File: config.mk
export PLATFORM = sky130hd
export DESIGN_NAME = fslc_host
export DESIGN_NICKNAME = d
export VERILOG_FILES = /design/src/fslc_pkg.sv /design/src/fslc_host.sv
export SDC_FILE = /design/constraint.sdc
export NUM_CORES = 1
export LEC_CHECK = 0
export ABC_AREA = 0
export BUFFER_PORTS_ARGS = -buffer_cell sky130_fd_sc_hd__buf_2
export CAP_MARGIN = 25
export CORE_AREA = 2 2 108 110
export CTS_CLUSTER_SIZE = 28
export DETAILED_ROUTE_END_ITERATION = 8
export DIE_AREA = 0 0 110 112
export GPL_ROUTABILITY_DRIVEN = 0
export HOLD_SLACK_MARGIN = 0.03
export PLACE_DENSITY_LB_ADDON = 0.05
export SYNTH_ARGS = -nofsm -noshare
export SYNTH_HDL_FRONTEND = slang
export SYNTH_SLANG_ARGS = --single-unit
export TNS_END_PERCENT = 30
File: constraint.sdc
create_clock -name CLK -period 3 [get_ports CLK]
set_input_delay 0.15 -clock CLK [delete_from_list [all_inputs] [get_ports CLK]]
set_output_delay 0.15 -clock CLK [all_outputs]
set_load 0.1 [all_outputs]
File: src/fslc_pkg.sv
package fslc_pkg;

    // ----------------------------------------------------------------
    // Clock and bus timing
    // ----------------------------------------------------------------
    localparam int CLK_PERIOD_NS = 100;
    localparam int T_WE_PULSE_NS = 100;
    localparam int T_READ_ACC_NS = 150;
    localparam int WE_PULSE_CYC  = (T_WE_PULSE_NS + CLK_PERIOD_NS - 1) / CLK_PERIOD_NS;
    localparam int READ_ACC_CYC  = (T_READ_ACC_NS + CLK_PERIOD_NS - 1) / CLK_PERIOD_NS;
    localparam int SYNC_CYC      = 3;
    localparam int READ_WAIT_CYC = READ_ACC_CYC + SYNC_CYC;
    localparam int CNT_W         = 4;

    // ----------------------------------------------------------------
    // Status register bit positions
    // ----------------------------------------------------------------
    localparam int MACHINE_READY_BIT     = 7;
    localparam int ERASE_CLEAR_ERROR_BIT = 5;
    localparam int PROGRAM_SET_ERROR_BIT = 4;
    localparam int PROGRAM_VOLT_LOW_BIT  = 3;
    localparam int PROGRAM_SUSPEND_BIT   = 2;
    localparam int DEVICE_PROTECT_BIT    = 1;

    localparam logic [7:0] SET_ERR_MASK   = 8'h3A;
    localparam logic [7:0] CLEAR_ERR_MASK = 8'h2A;
    localparam logic [7:0] PROG_ERR_MASK  = 8'h1A;

    // ----------------------------------------------------------------
    // Reset/power-down pin level request
    // ----------------------------------------------------------------
    localparam logic [1:0] RP_RESET_ACTIVE = 2'h0;
    localparam logic [1:0] RP_NORMAL_HIGH  = 2'h1;
    localparam logic [1:0] RP_OVERRIDE     = 2'h2;
    localparam logic [1:0] RP_RESET_VALUE  = RP_NORMAL_HIGH;

    // ----------------------------------------------------------------
    // User operations and carriers
    // ----------------------------------------------------------------
    typedef enum logic [3:0] {
        OP_READ_ARRAY  = 4'h0,
        OP_READ_STATUS = 4'h1,
        OP_CLEAR_STAT  = 4'h2,
        OP_PROGRAM     = 4'h3,
        OP_SUSPEND     = 4'h4,
        OP_RESUME      = 4'h5,
        OP_SET_BLOCK   = 4'h6,
        OP_SET_MASTER  = 4'h7,
        OP_CLEAR_LOCKS = 4'h8
    } fslc_op_t;

    typedef struct packed {
        fslc_op_t    op;
        logic [19:0] addr;
        logic [7:0]  data;
    } fslc_cmd_t;

    typedef struct packed {
        logic [7:0] status;
        logic [7:0] rdata;
        logic       error;
    } fslc_result_t;

endpackage

File: src/fslc_host.sv
// Notes on behaviour
// - While suspended only read-array elsewhere, read-status and resume are issued.
// - Host holds program voltage and reset pin level during program suspend.
// - Setting a protection bit is a setup write then a confirm write.
// - Host checks program/set error after set-protection and clears status if set.
// - Clear-protection is two writes; host then polls and inspects erase/clear error.
// - Clear aborted by supply or reset-pin change leaves bits undefined; host repeats it.
// - Host starts no lock operation while reset pin level is unsettled.
`timescale 1ns/1ps
module fslc_host #(
    parameter int         AW           = 20,
    parameter logic [7:0] CODE_RD_ARR  = 8'hFF,
    parameter logic [7:0] CODE_RD_STAT = 8'h70,
    parameter logic [7:0] CODE_CLR_ST  = 8'h50,
    parameter logic [7:0] CODE_PROG    = 8'h40,
    parameter logic [7:0] CODE_SUSP    = 8'hB0,
    parameter logic [7:0] CODE_RESUME  = 8'hD0,
    parameter logic [7:0] CODE_LOCK    = 8'h60,
    parameter logic [7:0] CODE_BLK_CNF = 8'h01,
    parameter logic [7:0] CODE_MST_CNF = 8'hF1,
    parameter logic [7:0] CODE_CLR_CNF = 8'hD0
) (
    input  wire logic                  CLK,
    input  wire logic                  RESET,
    input  wire logic                  CMD_VALID,
    input  wire fslc_pkg::fslc_cmd_t   CMD,
    input  wire logic [1:0]            REQ_RP_LEVEL,
    input  wire logic                  REQ_VPP_EN,
    output logic                       CMD_READY,
    output logic                       CMD_REJECT,
    output logic                       DONE,
    output fslc_pkg::fslc_result_t     RESULT,
    output logic                       SUSPENDED,
    output logic                       LOCKS_UNKNOWN,
    output logic [AW-1:0]              ADDR,
    output logic [7:0]                 DQ_OUT,
    output logic                       DQ_OE,
    input  wire logic [7:0]            DQ_IN,
    output logic                       CE_N,
    output logic                       WE_N,
    output logic                       OE_N,
    output logic [1:0]                 RP_LEVEL,
    output logic                       VPP_EN,
    input  wire logic                  READY_BUSY_IN,
    input  wire logic                  VPP_OK,
    input  wire logic                  RP_STABLE
);

    typedef enum logic [3:0] {
        S_IDLE  = 4'h0,
        S_WSET  = 4'h1,
        S_WPUL  = 4'h2,
        S_WREC  = 4'h3,
        S_POLL  = 4'h4,
        S_RPUL  = 4'h5,
        S_RSMP  = 4'h6,
        S_CHECK = 4'h7,
        S_DONE  = 4'h8
    } fslc_state_t;

    // ----------------------------------------------------------------
    // Operation decode
    // ----------------------------------------------------------------
    function automatic logic [7:0] first_code(input fslc_pkg::fslc_op_t op);
        case (op)
            fslc_pkg::OP_READ_ARRAY:  first_code = CODE_RD_ARR;
            fslc_pkg::OP_READ_STATUS: first_code = CODE_RD_STAT;
            fslc_pkg::OP_CLEAR_STAT:  first_code = CODE_CLR_ST;
            fslc_pkg::OP_PROGRAM:     first_code = CODE_PROG;
            fslc_pkg::OP_SUSPEND:     first_code = CODE_SUSP;
            fslc_pkg::OP_RESUME:      first_code = CODE_RESUME;
            default:                  first_code = CODE_LOCK;
        endcase
    endfunction

    function automatic logic two_writes(input fslc_pkg::fslc_op_t op);
        two_writes = (op == fslc_pkg::OP_PROGRAM) || (op == fslc_pkg::OP_SET_BLOCK) ||
                     (op == fslc_pkg::OP_SET_MASTER) || (op == fslc_pkg::OP_CLEAR_LOCKS);
    endfunction

    function automatic logic is_lock_op(input fslc_pkg::fslc_op_t op);
        is_lock_op = (op == fslc_pkg::OP_SET_BLOCK) || (op == fslc_pkg::OP_SET_MASTER) ||
                     (op == fslc_pkg::OP_CLEAR_LOCKS);
    endfunction

    // ----------------------------------------------------------------
    // Registers
    // ----------------------------------------------------------------
    fslc_state_t          state;
    localparam int        CNT_W_L = fslc_pkg::CNT_W;
    fslc_pkg::fslc_cmd_t  cur;
    logic [CNT_W_L-1:0]   cnt;
    logic                 second;
    logic                 clearing;
    logic                 abort_seen;
    logic                 retry_pend;
    logic [AW-1:0]        prog_addr;
    logic [10:0]          s1, s2, s3, pin_f;

    // ----------------------------------------------------------------
    // Pin synchronisers: a change counts once stages two and three agree
    // ----------------------------------------------------------------
    always_ff @(posedge CLK) begin
        s1    <= {DQ_IN, READY_BUSY_IN, VPP_OK, RP_STABLE};
        s2    <= s1;
        s3    <= s2;
        pin_f <= (s2 & s3) | (pin_f & (s2 | s3));
    end

    wire logic [7:0] dq_f      = pin_f[10:3];
    wire logic       ready_f   = pin_f[2];
    wire logic       vpp_ok_f  = pin_f[1];
    wire logic       rp_stab_f = pin_f[0];

    // ----------------------------------------------------------------
    // Command admission
    // ----------------------------------------------------------------
    wire logic rp_settled = rp_stab_f && ((RP_LEVEL == fslc_pkg::RP_NORMAL_HIGH) ||
                                          (RP_LEVEL == fslc_pkg::RP_OVERRIDE));
    wire logic susp_ok    = (CMD.op == fslc_pkg::OP_READ_STATUS) || (CMD.op == fslc_pkg::OP_RESUME) ||
                            ((CMD.op == fslc_pkg::OP_READ_ARRAY) && (CMD.addr != prog_addr));
    wire logic lock_ok    = !is_lock_op(CMD.op) || rp_settled;
    wire logic allowed    = (RP_LEVEL != fslc_pkg::RP_RESET_ACTIVE) && (SUSPENDED ? susp_ok : lock_ok);
    wire logic take       = (state == S_IDLE) && CMD_VALID && !retry_pend && allowed;
    wire logic refuse     = (state == S_IDLE) && CMD_VALID && !retry_pend && !allowed;
    wire logic restart    = (state == S_IDLE) && retry_pend && vpp_ok_f && rp_settled;
    wire logic hold_pins  = SUSPENDED || (state != S_IDLE) || retry_pend;

    wire logic [7:0] second_byte = (cur.op == fslc_pkg::OP_PROGRAM)    ? cur.data :
                                   (cur.op == fslc_pkg::OP_SET_BLOCK)  ? CODE_BLK_CNF :
                                   (cur.op == fslc_pkg::OP_SET_MASTER) ? CODE_MST_CNF : CODE_CLR_CNF;
    wire logic [7:0] wr_byte     = clearing ? CODE_CLR_ST : (second ? second_byte : first_code(cur.op));
    wire logic       more_write  = !clearing && !second && two_writes(cur.op);
    wire logic       want_read   = (cur.op == fslc_pkg::OP_READ_ARRAY) || (cur.op == fslc_pkg::OP_READ_STATUS);
    wire logic       want_poll   = two_writes(cur.op) || (cur.op == fslc_pkg::OP_SUSPEND);
    wire logic [7:0] err_mask    = (cur.op == fslc_pkg::OP_CLEAR_LOCKS) ? fslc_pkg::CLEAR_ERR_MASK :
                                   (cur.op == fslc_pkg::OP_PROGRAM)     ? fslc_pkg::PROG_ERR_MASK :
                                   (cur.op == fslc_pkg::OP_SUSPEND)     ? 8'h00 : fslc_pkg::SET_ERR_MASK;
    wire logic       has_error   = (RESULT.status & err_mask) != 8'h00;
    wire logic       lost_supply = !vpp_ok_f || !rp_stab_f;

    // ----------------------------------------------------------------
    // Sequencer
    // ----------------------------------------------------------------
    always_ff @(posedge CLK) begin
        if (RESET) begin
            state         <= S_IDLE;
            cur           <= '0;
            cnt           <= '0;
            second        <= 1'b0;
            clearing      <= 1'b0;
            abort_seen    <= 1'b0;
            retry_pend    <= 1'b0;
            prog_addr     <= '0;
            CMD_READY     <= 1'b0;
            CMD_REJECT    <= 1'b0;
            DONE          <= 1'b0;
            RESULT        <= '0;
            SUSPENDED     <= 1'b0;
            LOCKS_UNKNOWN <= 1'b0;
            ADDR          <= '0;
            DQ_OUT        <= 8'h00;
            DQ_OE         <= 1'b0;
            CE_N          <= 1'b1;
            WE_N          <= 1'b1;
            OE_N          <= 1'b1;
            RP_LEVEL      <= fslc_pkg::RP_RESET_VALUE;
            VPP_EN        <= 1'b0;
        end else begin
            DONE       <= 1'b0;
            CMD_REJECT <= refuse;
            if (!hold_pins) begin
                RP_LEVEL <= REQ_RP_LEVEL;
                VPP_EN   <= REQ_VPP_EN;
            end
            if ((state != S_IDLE) && (cur.op == fslc_pkg::OP_CLEAR_LOCKS) && lost_supply) begin
                abort_seen <= 1'b1;
            end
            case (state)
                S_IDLE: begin
                    CMD_READY <= !retry_pend && !take && !restart;
                    second    <= 1'b0;
                    clearing  <= 1'b0;
                    if (take) begin
                        cur       <= CMD;
                        CMD_READY <= 1'b0;
                        state     <= S_WSET;
                        if (CMD.op == fslc_pkg::OP_PROGRAM) begin
                            prog_addr <= CMD.addr[AW-1:0];
                        end
                        if (CMD.op == fslc_pkg::OP_RESUME) begin
                            SUSPENDED <= 1'b0;
                        end
                    end else if (restart) begin
                        abort_seen <= 1'b0;
                        state      <= S_WSET;
                    end
                end
                S_WSET: begin
                    ADDR   <= cur.addr[AW-1:0];
                    DQ_OUT <= wr_byte;
                    DQ_OE  <= 1'b1;
                    CE_N   <= 1'b0;
                    cnt    <= CNT_W_L'(fslc_pkg::WE_PULSE_CYC);
                    state  <= S_WPUL;
                end
                S_WPUL: begin
                    WE_N <= 1'b0;
                    cnt  <= cnt - 1'b1;
                    if (cnt == CNT_W_L'(1)) begin
                        state <= S_WREC;
                    end
                end
                S_WREC: begin
                    WE_N  <= 1'b1;
                    CE_N  <= 1'b1;
                    DQ_OE <= 1'b0;
                    if (clearing) begin
                        state <= S_DONE;
                    end else if (more_write) begin
                        second <= 1'b1;
                        state  <= S_WSET;
                    end else if (want_read) begin
                        state <= S_RPUL;
                    end else if (want_poll) begin
                        state <= S_POLL;
                    end else begin
                        state <= S_DONE;
                    end
                end
                S_POLL: begin
                    if (ready_f) begin
                        state <= S_RPUL;
                    end
                end
                S_RPUL: begin
                    CE_N  <= 1'b0;
                    OE_N  <= 1'b0;
                    cnt   <= CNT_W_L'(fslc_pkg::READ_WAIT_CYC);
                    state <= S_RSMP;
                end
                S_RSMP: begin
                    cnt <= cnt - 1'b1;
                    if (cnt == CNT_W_L'(1)) begin
                        CE_N <= 1'b1;
                        OE_N <= 1'b1;
                        if (want_read) begin
                            RESULT.rdata <= dq_f;
                            if (cur.op == fslc_pkg::OP_READ_STATUS) begin
                                RESULT.status <= dq_f;
                            end
                            state <= S_DONE;
                        end else begin
                            RESULT.status <= dq_f;
                            state <= dq_f[fslc_pkg::MACHINE_READY_BIT] ? S_CHECK : S_POLL;
                        end
                    end
                end
                S_CHECK: begin
                    if (cur.op == fslc_pkg::OP_SUSPEND) begin
                        SUSPENDED <= RESULT.status[fslc_pkg::PROGRAM_SUSPEND_BIT];
                    end
                    RESULT.error <= has_error;
                    if (has_error) begin
                        clearing <= 1'b1;
                        state    <= S_WSET;
                    end else begin
                        state <= S_DONE;
                    end
                end
                S_DONE: begin
                    DONE <= 1'b1;
                    if (cur.op == fslc_pkg::OP_CLEAR_LOCKS) begin
                        retry_pend    <= abort_seen;
                        LOCKS_UNKNOWN <= abort_seen;
                    end
                    state <= S_IDLE;
                end
                default: begin
                    state <= S_IDLE;
                end
            endcase
        end
    end

endmodule // fslc_host

==> out/qor.csv <==
metric;value;unit
mostFrequentLayoutCells;164 x dfxtp_1, 104 x buf_2, 73 x nand2b_1;
worstPathRequired;3.35;ns
dieHeight;112;µm
placed_cell_area;7170;µm²
ir_drop;0.000966;V
area_delta_synth_final;23.5;%
synth_fa_ha_area_share;2.24;%
syn_area;6580;µm²
rows;39;
synth_mux_area_share;8.06;%
wl_per_cell;15.5;µm
yosysWarnings;0;
seqCellArea;3280;µm²
cts_tree;yes;
synthSimpleGateAreaFrac;20.5;%
synth_xor_area_share;2.79;%
synth_compound_area_share;12.3;%
io_pins;106;
power.density;854;nW/µm²
numCtsBuffers;17;
hpwl;9800;µm
end_kind;flop;
avgSynthCellArea;9.35;µm²
period_needed;2.38;ns
yosysUniqueCellTypes;59;
status;finished with violations;
syn_inst;704;
fmax;421;MHz
clockBufferDepth;2;
ys_async_sr_fraction;0;%
hp-class;primary input to flop;
clk_pin_slew;0.07;ns
route.met3.wl;805;µm
synth_edf_count;0;
synth_ff_type;dfxtp_1;
syn_nets;756;
wl_met2;6930;µm
dr.max_layer_used;met4;
hold_violations;0;
postLayoutCoreUtil;72.8;%
die_w;110;µm
antenna_found_initial;0;
setup_viol;0;
wl_met1;7340;µm
violations;DRC;
ant_nets;0;
diodes;0;
seqPwrFrac;38.1;%
crit_chain;nor4_4 -> nand3b_2 -> or4_4 -> a21oi_4 -> buf_12 -> mux2i_1;
post-cts-setup-buffers;0;
dr.pass1.iters;9;
dieArea;12300;µm²
yosysSeqAreaShare;49.9;%
crit_fanout;35;
grt_util_all_layers;25.5;%
htreeDepth;4;
nFillCells;820;
drtIter0Drc;324;
start_util;58.9;%
core-area;11200;µm²
fin_setup_tns;0;ns
power_frac_comb;31.4;%
grt_start_max_net_pins;92;
slew_headroom;25.4;%
port_buffers;105;
multi_input_area;3040;µm²
worstSetupStartpointType;flop;
clkLatencyLatePin;0.43;ns
p_leak;0.00322;µW
period_share;79.2;%
cp_slowest_cell;or4_4;
cap_violations;0;
fin_skew;0.0101;ns
viasPerCell;5.42;
ctsResizeCount;0;
routed_wl;15300;µm
final_max_slew_viol_count;0;
cts-root-buf;clkbuf_16;
drive_above_1_share;18.9;%
synth_top_family_by_area;simple AND/OR/NAND/NOR gates;
drc;2;
ctsHoldBuffers;39;
final_common_cell;dfxtp_1;
grt.overflow.total;0;
power.share.clock;30.5;%
grt_pass1_wl;24500;µm
worst_pin_slew;1.09;ns
fin_nets;881;
vias;5341;
grt_setup_unrepaired;no;
p_switching;2670;µW
grt_pass1_vias;5036;
cts.sinks;164;
yosys_register_bits;164;
max_stage_delay;0.64;ns
swShare;38.4;%
critPathKind;flop to flop;
worstPathArrival;2.73;ns
intPower;4280;µW
stdcell_area;8130;µm²
per-layer routing:
layer / vias to the layer above / global-route usage [%]
met5: - / 0
met4: 0 / 10.1
met3: 23 / 6.03
met2: 150 / 38.2
met1: 2501 / 35.3
li1: 2667 / -
cell families (layout without fill, tap and decap cells):
| kind of cell | after synthesis | count (layout) |
|---|---|---|
| buffers and inverters | 56 | 194 |
| xor gates and xnor gates | 21 | 21 |
| adders and majority gates | 14 | 14 |
| muxes | 53 | 53 |
| AOI/OAI and AO/OA | 140 | 140 |
| and+or+nand+nor | 256 | 256 |
| DFF | 164 | 164 |
power groups by stage:
stage               Sequential (µW)  Combinational, µW  Clock, µW
floorplan                      3270               1170          0
global placement               2680               2090          0
detailed placement             2690               2120          0
CTS                            2640               2170       2150
global route                   2680               2330       2240
finish                         2650               2180       2120
synthesized netlist by cell type (2+ instances only):
| cell | instances | share of area, % |
|---|---|---|
| nor2b_1 | 3 | 0.29 |
| or4b_2 | 2 | 0.30 |
| maj3_1 | 11 | 1.7 |
| o21bai_1 | 2 | 0.23 |
| a211oi_1 | 5 | 0.57 |
| o21a_1 | 2 | 0.23 |
| o211a_1 | 2 | 0.30 |
| nor3_1 | 8 | 0.61 |
| or3_1 | 3 | 0.29 |
| o21ai_0 | 37 | 2.8 |
| xnor2_1 | 19 | 2.5 |
| clkbuf_2 | 2 | 0.15 |
| buf_2 | 2 | 0.15 |
| a221oi_1 | 2 | 0.27 |
| ha_1 | 3 | 0.57 |
| nor3b_1 | 2 | 0.23 |
| a21boi_0 | 2 | 0.23 |
| nor4_1 | 5 | 0.48 |
| clkbuf_1 | 39 | 2.2 |
| a21oi_1 | 66 | 5.0 |
| or4bb_1 | 2 | 0.34 |
| nand4_1 | 5 | 0.48 |
| nand3b_1 | 5 | 0.57 |
| nor3_2 | 2 | 0.30 |
| or2_2 | 2 | 0.19 |
| buf_6 | 2 | 0.34 |
| mux2i_1 | 53 | 8.1 |
| a211o_1 | 2 | 0.27 |
| dfxtp_1 | 164 | 50 |
| nand2_1 | 71 | 4.0 |
| and3_1 | 2 | 0.19 |
| nand3_1 | 22 | 1.7 |
| o22ai_1 | 4 | 0.38 |
| a21o_1 | 4 | 0.46 |
| inv_1 | 7 | 0.40 |
| nand2b_1 | 73 | 6.9 |
| buf_12 | 3 | 0.91 |
| xor2_1 | 2 | 0.27 |
| nor2_1 | 42 | 2.4 |
worst paths after layout:
kind	from	to	slack [ns]	cells after the start
setup / recovery	state[2]	cur[2]	0.62	6
hold reg to reg	s1[0]	s2[0]	0.33	0
hold / removal	CMD_VALID	CMD_REJECT	0.04	3
setup reg to reg	state[2]	cur[2]	0.62	6
area by class of cell:
class	count	area share [%]
Multi-Input combinational cell	484	37.4
Timing Repair Buffer	155	12.6
Inverter	7	0.323
Clock buffer	19	5.32
Clock inverter	13	1.78
Tap cell	143	2.20
Sequential cell	164	40.4
state kept, by name, summed over array words and instances, names as in the netlist, 2 cells and up:
signal / flops
s2: 11
RESULT: 17
DQ_OUT: 8
s3: 11
s1: 11
ADDR: 20
cur: 32
cnt: 4
pin_f: 11
state: 4
prog_addr: 20
RP_LEVEL: 2
through the flow:
stage | instances | hold slack [ns] | total power [µW] | worst slack, ns
floorplan | 704 | 0.178 | 4450 | 0.315
detailed placement | 914 | 0.254 | 4810 | 0.667
CTS | 985 | 0.0302 | 6960 | 0.638
global placement | 914 | 0.253 | 4770 | 0.745
finish | 985 | 0.0370 | 6950 | 0.623
global route | 985 | 0.0404 | 7250 | 0.480
worst max-delay path: cells and delay by family, from the launching register on:
kind | cells | cell delay [ns]
AND/OR/NAND/NOR | 3 | 1.17
flip-flops | 1 | 0.42
buffers and inverters | 1 | 0.26
multiplexers | 1 | 0.24
AO/OA/AOI/OAI | 1 | 0.19
(Power assumes the default switching activity.)
